$ cat config.mk
export PLATFORM = sky130hd
export DESIGN_NAME = system_mode_control
export DESIGN_NICKNAME = d
export VERILOG_FILES = /design/src/pkg/system_mode_control_pkg.sv /design/src/pkg/mode_cfg_if.sv /design/src/core/mode_decoder.sv /design/src/core/system_mode_control.sv
export VERILOG_INCLUDE_DIRS = /design/src /design/src/pkg
export SDC_FILE = /design/constraint.sdc
export NUM_CORES = 1
export LEC_CHECK = 0
export ABC_AREA = 0
export BUFFER_PORTS_ARGS = -buffer_cell sky130_fd_sc_hd__buf_2
export CORE_MARGIN = 5
export CORE_UTILIZATION = 50
export CTS_BUF_LIST = sky130_fd_sc_hd__clkbuf_8
export CTS_CLUSTER_SIZE = 10
export DETAILED_ROUTE_END_ITERATION = 6
export GPL_ROUTABILITY_DRIVEN = 0
export GPL_TIMING_DRIVEN = 1
export PLACE_DENSITY_LB_ADDON = 0.25
export SLEW_MARGIN = 20
export SYNTH_ARGS = -nofsm -noshare
export SYNTH_HDL_FRONTEND = slang
export SYNTH_SLANG_ARGS = --single-unit
$ cat constraint.sdc
create_clock -name clock -period 3.3 [get_ports clock]
set_input_delay 0.165 -clock clock [delete_from_list [all_inputs] [get_ports clock]]
set_output_delay 0.165 -clock clock [all_outputs]
set_load 0.02 [all_outputs]
$ cat src/pkg/system_mode_control_params.svh
`ifndef SYSTEM_MODE_CONTROL_PARAMS_SVH
`define SYSTEM_MODE_CONTROL_PARAMS_SVH

// ----------------------------------------------------------------------------
// Register offsets.
// ----------------------------------------------------------------------------
`define SMC_ADDR_WIDTH 8
`define SMC_SYSTEM_CONTROL_OFFSET 8'h00
`define SMC_MODE_STATUS_OFFSET 8'h04

// ----------------------------------------------------------------------------
// Control register field positions.
// ----------------------------------------------------------------------------
`define SMC_FETCH_WIDTH_BIT 11
`define SMC_SATURATE_BIT 13
`define SMC_EXT_BUS_BIT 9
`define SMC_RAM_BIT 8
`define SMC_XFER_MODE_BIT 1

// ----------------------------------------------------------------------------
// Control register reset value and masks.
// ----------------------------------------------------------------------------
`define SMC_SYSTEM_CONTROL_RESET 16'hD103
`define SMC_SYSTEM_CONTROL_WRITABLE 16'h2B02
`define SMC_SYSTEM_CONTROL_FIXED_ONES 16'hD001
`define SMC_READ_ZERO_FILL 16'h0000

// ----------------------------------------------------------------------------
// Mode status register field positions.
// ----------------------------------------------------------------------------
`define SMC_STATUS_EXTENDED_BIT 0
`define SMC_STATUS_BUS16_BIT 1
`define SMC_STATUS_PINS_LSB 2
`define SMC_STATUS_VALID_BIT 5

// ----------------------------------------------------------------------------
// Mode pin codes.
// ----------------------------------------------------------------------------
`define SMC_PINS_MODE4 3'h4
`define SMC_PINS_MODE5 3'h5
`define SMC_PINS_RESET 3'h0

`endif

$ cat src/pkg/system_mode_control_pkg.sv
// ----------------------------------------------------------------------------
// Types shared by the mode control block.
// ----------------------------------------------------------------------------
package system_mode_control_pkg;

  // Operating mode chosen by the mode pins.
  typedef enum logic [1:0] {
    mode_single_chip = 2'b00,
    mode_ext_wide = 2'b01,
    mode_ext_narrow = 2'b10
  } mode_type;

  // Width of the external data bus.
  typedef enum logic [1:0] {
    bus_off = 2'b00,
    bus_narrow = 2'b01,
    bus_wide = 2'b10
  } bus_state_type;

endpackage : system_mode_control_pkg

$ cat src/pkg/mode_cfg_if.sv
`timescale 1ns/1ps
`default_nettype none

// ----------------------------------------------------------------------------
// Startup mode handed from the mode decoder to the control logic.
// ----------------------------------------------------------------------------
interface mode_cfg_if;
  import system_mode_control_pkg::*;

  mode_type mode;
  logic extended;
  logic start_wide;
  logic valid;
  logic [2:0] pins;

  modport decoder (output mode, output extended, output start_wide, output valid, output pins);
  modport control (input mode, input extended, input start_wide, input valid, input pins);

endinterface : mode_cfg_if

`default_nettype wire

$ cat src/core/mode_decoder.sv
`timescale 1ns/1ps
`default_nettype none

`include "system_mode_control_params.svh"

module mode_decoder
(
  input wire logic clock,
  input wire logic arst_n,
  input wire logic mode_pin_2,
  input wire logic mode_pin_1,
  input wire logic mode_pin_0,
  mode_cfg_if.decoder cfg
);
  import system_mode_control_pkg::*;

  logic [2:0] next_pins;
  logic next_valid;
  mode_type next_mode;

  // ----------------------------------------------------------------------------
  // Strap capture.
  // ----------------------------------------------------------------------------

  // The pins are caught once, on the first edge after reset release.
  always_comb
  begin
    next_pins = cfg.pins;
    next_valid = 1'b1;
    next_mode = cfg.mode;
    if (!cfg.valid)
    begin
      next_pins = {mode_pin_2, mode_pin_1, mode_pin_0};
      unique case ({mode_pin_2, mode_pin_1, mode_pin_0})
        `SMC_PINS_MODE4: next_mode = mode_ext_wide;
        `SMC_PINS_MODE5: next_mode = mode_ext_narrow;
        default: next_mode = mode_single_chip;
      endcase
    end
  end

  // Registers the captured mode; reset gives constants only.
  always_ff @(posedge clock or negedge arst_n)
  begin
    if (!arst_n)
    begin
      cfg.pins <= `SMC_PINS_RESET;
      cfg.valid <= 1'b0;
      cfg.mode <= mode_single_chip;
    end
    else
    begin
      cfg.pins <= next_pins;
      cfg.valid <= next_valid;
      cfg.mode <= next_mode;
    end
  end

  // Modes 4 and 5 are the external extended modes.
  assign cfg.extended = (cfg.mode != mode_single_chip);
  assign cfg.start_wide = (cfg.mode == mode_ext_wide);

endmodule : mode_decoder

`default_nettype wire

$ cat src/core/system_mode_control.sv
// The plain strobed port and the register addresses were chosen for this implementation.

`timescale 1ns/1ps
`default_nettype none

`include "system_mode_control_params.svh"

module system_mode_control
(
  input wire logic clock,
  input wire logic arst_n,
  input wire logic mode_pin_2,
  input wire logic mode_pin_1,
  input wire logic mode_pin_0,
  input wire logic [7:0] address,
  input wire logic [15:0] write_data,
  input wire logic write_strobe,
  input wire logic read_strobe,
  output logic [15:0] read_data,
  input wire logic all_areas_8bit,
  input wire logic all_areas_16bit,
  input wire logic write_buffer_enable,
  output logic external_bus_enable,
  output logic onchip_ram_enable,
  output logic transfer_ctrl_address_mode,
  output logic saturate_enable,
  output logic fetch_width_16,
  output logic advanced_mode,
  output logic onchip_rom_enable,
  output logic bus_width_16,
  output logic address_port_enable,
  output logic data_port_h_enable,
  output logic data_port_i_enable,
  output logic bus_control_enable,
  output logic concurrent_cycle_enable
);
  import system_mode_control_pkg::*;

  // ----------------------------------------------------------------------------
  // Declarations.
  // ----------------------------------------------------------------------------
  mode_cfg_if cfg ();

  logic [15:0] system_control;
  logic [15:0] next_system_control;
  logic [15:0] control_view;
  logic [15:0] status_view;
  logic [15:0] next_read_data;
  logic select_control;
  logic select_status;

  bus_state_type bus_state;
  bus_state_type next_bus_state;

  logic next_external_bus_enable;
  logic next_advanced_mode;
  logic next_onchip_rom_enable;
  logic next_bus_width_16;
  logic next_address_port_enable;
  logic next_data_port_h_enable;
  logic next_data_port_i_enable;
  logic next_bus_control_enable;
  logic next_concurrent_cycle_enable;

  // ----------------------------------------------------------------------------
  // Startup mode.
  // ----------------------------------------------------------------------------

  // Catches the mode pins after reset and decodes the operating mode.
  mode_decoder decoder_inst
  (
    .clock(clock),
    .arst_n(arst_n),
    .mode_pin_2(mode_pin_2),
    .mode_pin_1(mode_pin_1),
    .mode_pin_0(mode_pin_0),
    .cfg(cfg.decoder)
  );

  // ----------------------------------------------------------------------------
  // Address decode.
  // ----------------------------------------------------------------------------

  // Full address compare; any other address reads zero and ignores writes.
  assign select_control = (address == `SMC_SYSTEM_CONTROL_OFFSET);
  assign select_status = (address == `SMC_MODE_STATUS_OFFSET);

  // ----------------------------------------------------------------------------
  // Control register.
  // ----------------------------------------------------------------------------

  // Stores the writable bits together with the fixed ones, which a write merges in and the reset value already holds.
  always_comb
  begin
    next_system_control = system_control;
    if (write_strobe && select_control)
    begin
      next_system_control = (write_data & `SMC_SYSTEM_CONTROL_WRITABLE) | `SMC_SYSTEM_CONTROL_FIXED_ONES;
    end
    if (cfg.extended)
    begin
      next_system_control[`SMC_EXT_BUS_BIT] = 1'b1;
    end
  end

  // Reset value keeps bus enable 0, RAM enable 1, transfer mode short.
  always_ff @(posedge clock or negedge arst_n)
  begin
    if (!arst_n)
    begin
      system_control <= `SMC_SYSTEM_CONTROL_RESET;
    end
    else
    begin
      system_control <= next_system_control;
    end
  end

  // ----------------------------------------------------------------------------
  // Read path.
  // ----------------------------------------------------------------------------

  // The bus enable reads 1 in extended modes even before the store catches up.
  always_comb
  begin
    control_view = (system_control & `SMC_SYSTEM_CONTROL_WRITABLE) | `SMC_SYSTEM_CONTROL_FIXED_ONES;
    if (cfg.extended)
    begin
      control_view[`SMC_EXT_BUS_BIT] = 1'b1;
    end
  end

  // Status shows the captured mode pins and the live bus width.
  always_comb
  begin
    status_view = `SMC_READ_ZERO_FILL;
    status_view[`SMC_STATUS_EXTENDED_BIT] = cfg.extended;
    status_view[`SMC_STATUS_BUS16_BIT] = (bus_state == bus_wide);
    status_view[`SMC_STATUS_PINS_LSB +: 3] = cfg.pins;
    status_view[`SMC_STATUS_VALID_BIT] = cfg.valid;
  end

  // Read data stand for exactly the cycle after the read strobe.
  always_comb
  begin
    next_read_data = `SMC_READ_ZERO_FILL;
    if (read_strobe && select_control)
    begin
      next_read_data = control_view;
    end
    else if (read_strobe && select_status)
    begin
      next_read_data = status_view;
    end
  end

  // Registers the read answer.
  always_ff @(posedge clock or negedge arst_n)
  begin
    if (!arst_n)
    begin
      read_data <= `SMC_READ_ZERO_FILL;
    end
    else
    begin
      read_data <= next_read_data;
    end
  end

  // ----------------------------------------------------------------------------
  // Bus width state machine.
  // ----------------------------------------------------------------------------

  // Starts at the mode's initial width and follows the area settings.
  always_comb
  begin
    next_bus_state = bus_state;
    unique case (bus_state)
      bus_off:
      begin
        if (cfg.valid && cfg.extended)
        begin
          next_bus_state = cfg.start_wide ? bus_wide : bus_narrow;
        end
      end
      bus_narrow:
      begin
        if (cfg.mode == mode_ext_wide && !all_areas_8bit)
        begin
          next_bus_state = bus_wide;
        end
        else if (cfg.mode == mode_ext_narrow && all_areas_16bit)
        begin
          next_bus_state = bus_wide;
        end
      end
      bus_wide:
      begin
        if (cfg.mode == mode_ext_wide && all_areas_8bit)
        begin
          next_bus_state = bus_narrow;
        end
        else if (cfg.mode == mode_ext_narrow && !all_areas_16bit)
        begin
          next_bus_state = bus_narrow;
        end
      end
      default:
      begin
        next_bus_state = bus_off;
      end
    endcase
  end

  // Holds the current bus width.
  always_ff @(posedge clock or negedge arst_n)
  begin
    if (!arst_n)
    begin
      bus_state <= bus_off;
    end
    else
    begin
      bus_state <= next_bus_state;
    end
  end

  // ----------------------------------------------------------------------------
  // Pin roles and mode outputs.
  // ----------------------------------------------------------------------------

  // Ports take bus roles only while the external bus is enabled.
  always_comb
  begin
    next_external_bus_enable = control_view[`SMC_EXT_BUS_BIT];
    next_advanced_mode = cfg.extended;
    next_onchip_rom_enable = !cfg.extended;
    next_bus_width_16 = (bus_state == bus_wide);
    next_address_port_enable = 1'b0;
    next_data_port_h_enable = 1'b0;
    next_data_port_i_enable = 1'b0;
    next_bus_control_enable = 1'b0;
    if (next_external_bus_enable && bus_state != bus_off)
    begin
      next_address_port_enable = 1'b1;
      next_data_port_h_enable = 1'b1;
      next_data_port_i_enable = (bus_state == bus_wide);
      next_bus_control_enable = 1'b1;
    end
    // A buffered write lets the internal bus run on during the external cycle.
    next_concurrent_cycle_enable = next_external_bus_enable && write_buffer_enable;
  end

  // Registers every derived output so that each port leaves a flip-flop.
  always_ff @(posedge clock or negedge arst_n)
  begin
    if (!arst_n)
    begin
      external_bus_enable <= 1'b0;
      advanced_mode <= 1'b0;
      onchip_rom_enable <= 1'b0;
      bus_width_16 <= 1'b0;
      address_port_enable <= 1'b0;
      data_port_h_enable <= 1'b0;
      data_port_i_enable <= 1'b0;
      bus_control_enable <= 1'b0;
      concurrent_cycle_enable <= 1'b0;
    end
    else
    begin
      external_bus_enable <= next_external_bus_enable;
      advanced_mode <= next_advanced_mode;
      onchip_rom_enable <= next_onchip_rom_enable;
      bus_width_16 <= next_bus_width_16;
      address_port_enable <= next_address_port_enable;
      data_port_h_enable <= next_data_port_h_enable;
      data_port_i_enable <= next_data_port_i_enable;
      bus_control_enable <= next_bus_control_enable;
      concurrent_cycle_enable <= next_concurrent_cycle_enable;
    end
  end

  // ----------------------------------------------------------------------------
  // Direct control bits.
  // ----------------------------------------------------------------------------

  // These follow the control register straight from its flip-flops.
  assign onchip_ram_enable = system_control[`SMC_RAM_BIT];
  assign transfer_ctrl_address_mode = system_control[`SMC_XFER_MODE_BIT];
  assign saturate_enable = system_control[`SMC_SATURATE_BIT];
  assign fetch_width_16 = system_control[`SMC_FETCH_WIDTH_BIT];

endmodule : system_mode_control

`default_nettype wire

Word-level counts from Yosys, hierarchy flattened:

Cells that the tools add are included.

* output and inout port bits: 29
* logic and storage cells: 58
* register bits after elaboration: 36
* bits of input ports: 34

* equality and inequality tests: 10
* reduce and logical (&&, ||, !) cells: 19
* mux-type cells: 15

Operators by type and width (number)
* two-way mux 16 bit: 1
* two-way mux 2 bit: 6
* logical AND 1 bit: 10
* two-way mux 10 bit: 1
* equality test 8 x 3 -> 1 bit, second input constant: 1
* zero test 8 bit: 1
* equality test 3 bit, second input constant: 2
* two-way mux 6 bit: 1
* case mux 2 bit (3 select lines): 1
* nonzero test 2 bit: 3
* equality test 2 x 1 -> 1 bit, second input constant: 2
* equality test 2 bit, second input constant: 2
* two-way mux 1 bit: 4
* case mux 2 bit (2 select lines): 1
* zero test 1 bit: 3
* inequality test 3 x 1 -> 1 bit, second input constant: 1
* inequality test 3 bit, second input constant: 1
* AND reduction 3 bit: 1
* zero test 2 bit: 1
* inequality test 2 bit, second input constant: 1

Longest topological paths before layout:

Gate-level depths: netlist of the first run.

* word-level depth: 5
* mapped depth: 4
* depth with buffers taken out: 3

Modules after synthesis:

From an unflattened synthesis of the first run, not the netlist that was laid out.

* cell total of the unflattened synthesis: 101
* area total of the unflattened synthesis: 1262.5 µm²

Modules (own cells, without submodules)
* system_mode_control: instances 1, area an instance 1026.0 µm², cells an instance 82
* mode_decoder: instances 1, area an instance 236.5 µm², cells an instance 19

Worst setup path after synthesis of the first run:

Ideal clock, no wire load.

* path type: input to register
* from: input port address[6]
* to: register system_control[11]
* required time: 3175 ps
* stages: 4
* slack: 2082 ps
* data arrival time: 1093 ps
* path through: nor4_4 and4b_1 buf_6 mux2_4

* word-level cells in the longest chain between the ends: 2

RTL lines
* start, declared: line system_mode_control.sv:15 `input wire logic [7:0] address,`
* zero test 8 bit (no line)
* logical AND 1 bit: line system_mode_control.sv:96 `if (write_strobe && select_control)`
* end signal, assigned: line system_mode_control.sv:111 `` system_control <= `SMC_SYSTEM_CONTROL_RESET; ``
* end signal, assigned: line system_mode_control.sv:115 `system_control <= next_system_control;`
* end, declared: line system_mode_control.sv:44 `logic [15:0] system_control;`

Every way passes these cells.
A chain may end at the register's enable or synchronous reset.

Final worst setup path of the first run:

* from: register decoder_inst.cfg.mode[0]
* to: register bus_state[1]

* word-level cells in the longest chain between the ends: 4

RTL lines
* start, declared: line mode_cfg_if.sv:16 `modport decoder (output mode, output extended, output start_wide, output valid, output pins);`
* start signal, assigned: line mode_decoder.sv:49 `cfg.mode <= mode_single_chip;`
* start signal, assigned: line mode_decoder.sv:55 `cfg.mode <= next_mode;`
* equality test 2 x 1 -> 1 bit (tied with other cells): line mode_decoder.sv:61, system_mode_control.sv:188, system_mode_control.sv:199
* two-way mux 2 bit (tied with other cells): line system_mode_control.sv:183 `next_bus_state = cfg.start_wide ? bus_wide : bus_narrow;`
* two-way mux 2 bit (tied with other cells): line system_mode_control.sv:181 `if (cfg.valid && cfg.extended)`
* case mux 2 bit (3 select lines) / AND reduction 3 bit (equally long branches)
* end signal, assigned: line system_mode_control.sv:220 `bus_state <= bus_off;`
* end signal, assigned: line system_mode_control.sv:224 `bus_state <= next_bus_state;`
* end, declared: line system_mode_control.sv:52 `bus_state_type bus_state;`

Several ways; a longest one is shown, not always the timed one. The select of a mux whose other input is x is not followed.

==> impl_results.rst, run 1 <==
.. list-table::
   :header-rows: 1

   * - Metric
     - Value
   * - Post-detail-place hpwl
     - 1886 um
   * - Setup TNS
     - 0 ps
   * - Initial DRC count
     - 26
   * - Static leakage power
     - 0.8460 nW
   * - Number of max-cap violations
     - 0
   * - Endpoint kind of the worst setup timing path
     - flop
   * - Yosys Warn Count
     - 0
   * - Ant. Diodes
     - 0
   * - First-pass GRT wire length
     - 4008 um
   * - Global routing usage summed across all routing layers
     - 15.81%
   * - Post_cts resized
     - 0
   * - Finished layout cell area
     - 1565 um^2
   * - Kind of launch point of the worst setup path
     - flop
   * - Worst endpoint required time
     - approximately 3500 ps
   * - Final period util
     - about two fifths
   * - Worst Path Max Fanout
     - 9
   * - CP Buf/Inv Count
     - 0
   * - Path class of the lowest-slack min-delay path
     - primary input to flop
   * - Fraction of layout instances using a drive strength above 1
     - a little under half
   * - Non-filler instance count after layout
     - about 180
   * - Remaining routing DRC violations
     - 0
   * - Clock skew
     - 4.335 ps
   * - CP Data Arrival Time
     - 1450 ps
   * - Area added between synthesis and finish
     - 23.86%
   * - Die Wd
     - 60.28 um
   * - Clock insertion delay at the later pin of the skew report
     - 280 ps
   * - Hold Buf Count CTS
     - 1
   * - Routed vias
     - 873
   * - Pin count of the biggest net entering global routing
     - 32
   * - Num Clock Sinks
     - 31
   * - Proportion of power drawn by flip-flops and latches
     - 49.5%
   * - Largest stage delay, worst path
     - 500 ps
   * - End-of-flow core utilization
     - 63.76%
   * - Final Hold Fails
     - 0
   * - Clock network power share
     - 30.7%
   * - Worst-case hold slack
     - approximately 76 ps
   * - Pre-CTS setup slack
     - 1751 ps
   * - Number of buffers added by the clock tree synthesis step
     - 5
   * - Number of levels the H-tree was split into
     - 2
   * - Transition time at the pin with the least slew margin
     - 669.3 ps
   * - Standard-cell row count
     - 18
   * - Worst setup slack after layout
     - between 2000 and 2500 ps
   * - Average instance area after synthesis
     - 12.90 um^2
   * - Average detailed-routed wire length per instance
     - between 10 and 15 um
   * - Detailed Route WL
     - 2488 um
   * - Fin crit period
     - 1267 ps
   * - Effective utilization at floorplan
     - 51.48%
   * - Placed instance area
     - 1471 um^2
   * - Die area
     - 3633 um^2
   * - RSZ-0062 raised after global routing
     - no
   * - Final count of pins violating max slew
     - 0
   * - Leftover overflow at the end of global routing
     - 0
   * - Placed cells
     - 167
   * - Most frequent cells in the layout
     - buf_2, dfrtp_1, nor2_1, clkbuf_8
   * - Antenna violations before repair
     - 0
   * - Post-synth design cell area
     - 1264 um^2
   * - Sw frac
     - around 30%
   * - Timing-limited maximum frequency
     - 789.4 MHz
   * - Distinct cell type count of the synthesized netlist
     - 33
   * - Most common cell after layout, fill and taps aside
     - buf_2
   * - Register bit count reported by yosys
     - 31
   * - Sequential fraction of the synthesis area
     - 61.58%
   * - Total iterations of the first detailed-routing run
     - 4
   * - Overall power after layout
     - 0.9100 mW
   * - Via count of the first global-routing pass
     - 882
   * - Top cell family by delay on the critical path
     - flip-flops
   * - Area inside the core boundary
     - 2455 um^2
   * - Clock transition at the registers of the reported paths
     - roughly 60 ps
   * - Net count, final
     - 179
   * - Power density over the cells
     - 581.4 nW/um^2
   * - Setup repair bufs after CTS
     - 0
   * - Top-area cell type share of the netlist area
     - 57.43%
   * - Worst IR drop on VDD
     - roughly 0.45 mV
   * - Clock tree root driver cell
     - clkbuf_8
   * - Cell with the most instances on the worst path
     - nor3b_1
   * - TritonCTS clock tree
     - yes
   * - Relative max-transition margin
     - 55.38%
   * - Combinational cell fraction of total power
     - 19.8%
   * - Library cell contributing the largest single delay on the critical path
     - dfrtp_1
   * - Via/cell ratio
     - about 5.0
   * - Result of the run
     - finished clean
   * - Residual antenna-violating net count after detailed routing
     - 0
   * - CTS Buffer Depth
     - 2
   * - Net Sw Power
     - 0.2725 mW
   * - Number of instances in the synthesized netlist
     - between 90 and 100
   * - Chain of cells forming the critical path
     - nor3b_1 > nor3b_1 > o31ai_1
   * - Overall die height
     - 60.28 um
   * - Final setup violating endpoints
     - 0
   * - I/O Buffers
     - 48
   * - Leading cell types by total area after synthesis
     - dfrtp_1, mux2_4, buf_4
   * - Classification of the worst setup path
     - flop to flop
   * - Internal power component
     - 0.6375 mW
   * - Synth area leader
     - dfrtp_1
   * - Number of ports placed on the die boundary
     - 63
## path summary, 6_finish.rpt
path | to | depth (start not counted) | slack, ps | startpoint
max in group asynchronous | data_port_i_enable | 2 | 2420 | arst_n
worst max-delay path | bus_state[1] | 3 | 2030 | decoder_inst.cfg.mode[0]
worst min register to register | decoder_inst.cfg.pins[0] | 2 | 480 | decoder_inst.cfg.pins[0]
min in group asynchronous | system_control[11] | 2 | 450 | arst_n
worst min-delay path | decoder_inst.cfg.mode[0] | 2 | 80 | mode_pin_0
worst max register to register | bus_state[1] | 3 | 2030 | decoder_inst.cfg.mode[0]
## metal layers
layer  global-route usage, %  part of all wire (%)
met4                   12.03                   4.1
met3                   4.104                   8.4
met5                       0                     0
met1                   16.99                    35
met2                   26.23                    52
## cell usage after synthesis
master    count
dfrtp_1      29
buf_4         7
nor2_1        5
and2_1        4
and3_1        4
mux2_4        4
nand2_1       4
inv_1         3
nor2b_1       3
a21oi_1       2
buf_2         2
conb_1        2
dfstp_2       2
mux2_2        2
mux2i_1       2
nand2b_1      2
nor3_2        2
nor3b_1       2
o21ai_0       2
o31ai_1       2
a31oi_1       1
and3_2        1
and3b_1       1
and4b_1       1
and4b_2       1
buf_6         1
clkbuf_1      1
nand3_1       1
nand3b_1      1
nor3_1        1
nor4_4        1
o211a_1       1
o311ai_1      1
## final cells by class
| cell class | count | area (um^2) |
|---|---|---|
| clock buffers | 5 | 68.82 |
| repair buffers | 49 | 250.2 |
| clock inverters | 3 | 15.01 |
| fillers | 201 | 889.6 |
| inverters | 3 | 11.26 |
| multi-input cells | 55 | 404.1 |
| flip-flops and latches | 31 | 778.2 |
| well taps | 30 | 37.54 |
## power groups by stage
stage	sequential (mW)	clock, mW	combinational (mW)
after global routing	0.457	0.302	0.200
after CTS	0.450	0.285	0.182
final	0.450	0.279	0.180
after global placement	0.454	0	0.175
after detailed placement	0.457	0	0.181
after floorplan	0.478	0	0.106
## sequential cells by signal, summed over array words and instances (netlist names)
register                 cells
onchip_rom_enable            1
bus_control_enable           1
bus_width_16                 1
decoder_inst.cfg.mode        2
data_port_i_enable           1
system_control               5
decoder_inst.cfg.pins        3
external_bus_enable          1
bus_state                    2
concurrent_cycle_enable      1
read_data                   11
advanced_mode                1
decoder_inst.cfg.valid       1
## worst register-to-register path, stage by stage (launching register included)
cell	delay [ps]
dfrtp_1	500
nor3b_1	320
nor3b_1	90
o31ai_1	260
## kinds of logic after synthesis
kind of cell / Yosys count / share of synthesized area (%)
other cells: 2 / 0.5943
mux: 8 / 8.119
flops: 31 / 61.58
simple gates: 34 / 17.92
compound gates: 9 / 4.753
buf+inv: 14 / 7.029
No activity file was read; power rests on OpenSTA's default activity.
==> run 2: changes to the inputs <==
--- a/config.mk
+++ b/config.mk
@@ -9,7 +9,7 @@
 export ABC_AREA = 0
 export BUFFER_PORTS_ARGS = -buffer_cell sky130_fd_sc_hd__buf_2
 export CORE_MARGIN = 5
-export CORE_UTILIZATION = 50
+export CORE_UTILIZATION = 46
 export CTS_BUF_LIST = sky130_fd_sc_hd__clkbuf_8
 export CTS_CLUSTER_SIZE = 10
 export DETAILED_ROUTE_END_ITERATION = 6
==> constraint.sdc (replaced) <==
create_clock -name clock -period 1.25 [get_ports clock]
set_input_delay 0.0625 -clock clock [delete_from_list [all_inputs] [get_ports clock]]
set_output_delay 0.0625 -clock clock [all_outputs]
set_load 0.02 [all_outputs]
==> impl_results.rst, run 2 (synthesis gave the netlist of run 1 again) <==
.. list-table::
   :header-rows: 1

   * - Metric
     - Value
   * - Remaining routing DRC violations
     - 0
   * - Relative max-transition margin
     - 56.59%
   * - Path class of the lowest-slack min-delay path
     - primary input to flop
   * - Net count, final
     - 186
   * - Overall power after layout
     - around 2.5 mW
   * - Overall die height
     - 62.42 um
   * - Final Hold Fails
     - 0
   * - Antenna violations before repair
     - 0
   * - Num Clock Sinks
     - 31
   * - Clock tree root driver cell
     - clkbuf_8
   * - Result of the run
     - finished clean
   * - RSZ-0062 raised after global routing
     - no
   * - Most frequent cells in the layout
     - buf_2, dfrtp_1, clkbuf_8
   * - TritonCTS clock tree
     - yes
   * - Initial DRC count
     - 28
   * - Endpoint kind of the worst setup timing path
     - flop
   * - Combinational cell fraction of total power
     - about a fifth
   * - Regs by FF count
     - read_data (11), system_control (5), decoder_inst.cfg.pins (3)
   * - Clock insertion delay at the later pin of the skew report
     - 270 ps
   * - Largest stage delay, worst path
     - roughly 450 ps
   * - Clock network power share
     - between 30% and 40%
   * - Net Sw Power
     - roughly 0.70 mW
   * - Most common cell after layout, fill and taps aside
     - buf_2
   * - Setup repair bufs after CTS
     - 0
   * - Routed vias
     - 866
   * - Chain of cells forming the critical path
     - inv_1 > o311ai_2 > o211a_1
   * - I/O Buffers
     - 48
   * - Final count of pins violating max slew
     - 0
   * - Total iterations of the first detailed-routing run
     - 4
   * - Power density over the cells
     - 1488 nW/um^2
   * - Fillers
     - 212
   * - Ant. Diodes
     - 0
   * - Static leakage power
     - 0.8865 nW
   * - Reg with most FFs
     - read_data
   * - Number of ports placed on the die boundary
     - 63
   * - Residual antenna-violating net count after detailed routing
     - 0
   * - Detailed Route WL
     - 2408 um
   * - Max FFs per register
     - 11
   * - Library cell contributing the largest single delay on the critical path
     - dfrtp_2
   * - Die Wd
     - 62.42 um
   * - Area added between synthesis and finish
     - 30.49%
   * - Finished layout cell area
     - 1649 um^2
   * - First-pass GRT wire length
     - 4002 um
   * - Global routing usage summed across all routing layers
     - about an eighth
   * - Clock skew
     - 5.162 ps
   * - Worst Path Max Fanout
     - 9
   * - Via count of the first global-routing pass
     - 890
   * - Proportion of power drawn by flip-flops and latches
     - around half
   * - Sw frac
     - 28.43%
   * - Pin count of the biggest net entering global routing
     - 32
   * - Post-detail-place hpwl
     - ~1800 um
   * - Fin crit period
     - 1118 ps
   * - Kind of launch point of the worst setup path
     - flop
   * - Fraction of layout instances using a drive strength above 1
     - about half
   * - Number of levels the H-tree was split into
     - 2
   * - Placed instance area
     - ~1500 um^2
   * - Classification of the worst setup path
     - flop to flop
   * - CTS Buffer Depth
     - 2
   * - Clock transition at the registers of the reported paths
     - 60 ps
   * - Worst endpoint required time
     - 1460 ps
   * - Area inside the core boundary
     - between 2000 and 3000 um^2
   * - Final setup violating endpoints
     - 0
   * - Average detailed-routed wire length per instance
     - 13.09 um
   * - Number of buffers added by the clock tree synthesis step
     - 5
   * - Worst IR drop on VDD
     - 1.021 mV
   * - Standard-cell row count
     - 19
   * - CP Data Arrival Time
     - 1330 ps
   * - Effective utilization at floorplan
     - 47.04%
   * - Leftover overflow at the end of global routing
     - 0
   * - Transition time at the pin with the least slew margin
     - about 650 ps
   * - Via/cell ratio
     - about 4.7
   * - Die area
     - 3896 um^2
   * - Internal power component
     - 1.757 mW
   * - Number of max-cap violations
     - 0
   * - Timing-limited maximum frequency
     - 894.6 MHz
   * - Final period util
     - slightly below 90%
run 2: cell types whose count changed in the layout (fill, tap and decap cells not counted), moves of 2 or more:
cell / before / now
buf_4: 0 / 5
clkinv_2: 3 / 1
dfrtp_1: 29 / 27
dfrtp_2: 0 / 2
dlygate4sd3_1: 1 / 3
run 2: worst max-delay path, delay by kind of cell (launching register included):
family,cells,cell delay [ps]
buffers and inverters,1,90
AO/OA/AOI/OAI,2,530
flip-flops,1,450
run 2: power groups by stage:
stage / registers [mW] / logic [mW] / clock network (mW)
finish: 1.19 / 0.495 / 0.770
detailed placement: 1.20 / 0.483 / 0
CTS: 1.19 / 0.491 / 0.794
floorplan: 1.26 / 0.279 / 0
global placement: 1.20 / 0.467 / 0
global route: 1.21 / 0.546 / 0.853
run 2: area by class of cell:
class | count | area (um^2) | share of cell area, %
Inverter | 3 | 11.26 | 0.6829
Multi-Input combinational cell | 55 | 419.2 | 25.42
Clock inverter | 2 | 8.758 | 0.5311
Sequential cell | 31 | 780.7 | 47.34
Timing Repair Buffer | 56 | 307.8 | 18.66
Clock buffer | 6 | 82.58 | 5.008
Tap cell | 31 | 38.79 | 2.352
run 2: timing repair:
action	in CTS	in global routing
endpoints found under the setup margin	0	2
hold endpoints to repair	31	0
hold buffers	3	0
gates resized for setup	0	5
run 2: worst paths after layout:
check | depth (start not counted) | slack, ps | from | endpoint
min in group asynchronous | 2 | 370 | arst_n | read_data[11]
min reg2reg | 2 | 470 | system_control[9] | external_bus_enable
max in group asynchronous | 2 | 420 | arst_n | decoder_inst.cfg.mode[1]
max | 3 | 130 | decoder_inst.cfg.mode[1] | bus_state[0]
min | 2 | 20 | write_data[11] | system_control[11]
max reg2reg | 3 | 130 | decoder_inst.cfg.mode[1] | bus_state[0]
run 2: metal layers:
layer	vias to the layer above	track usage (%)	wire [um]	share of wire [%]
met5	-	0	0	0
met4	0	3.183	9	0.37
met3	2	7.194	202	8.4
met2	30	23.96	1327	55
met1	403	12.87	868	36
li1	431	-	-	-
run 2: metrics by stage:
stage | hold slack, ps | std cells | setup TNS (ps) | setup WS (ps) | util [%]
after detailed placement | 131.5 | 173 | -58.39 | -29.22 | 56.22
after global routing | 7.577 | 184 | 0 | 54.64 | 61.39
after CTS | 16.64 | 184 | 0 | 2.991 | 60.74
after global placement | 121.0 | 173 | 0 | 0.01432 | 56.22
after floorplan | -233.1 | 100 | 0 | 134.6 | -
final | 22.63 | 184 | 0 | 132.2 | 61.39
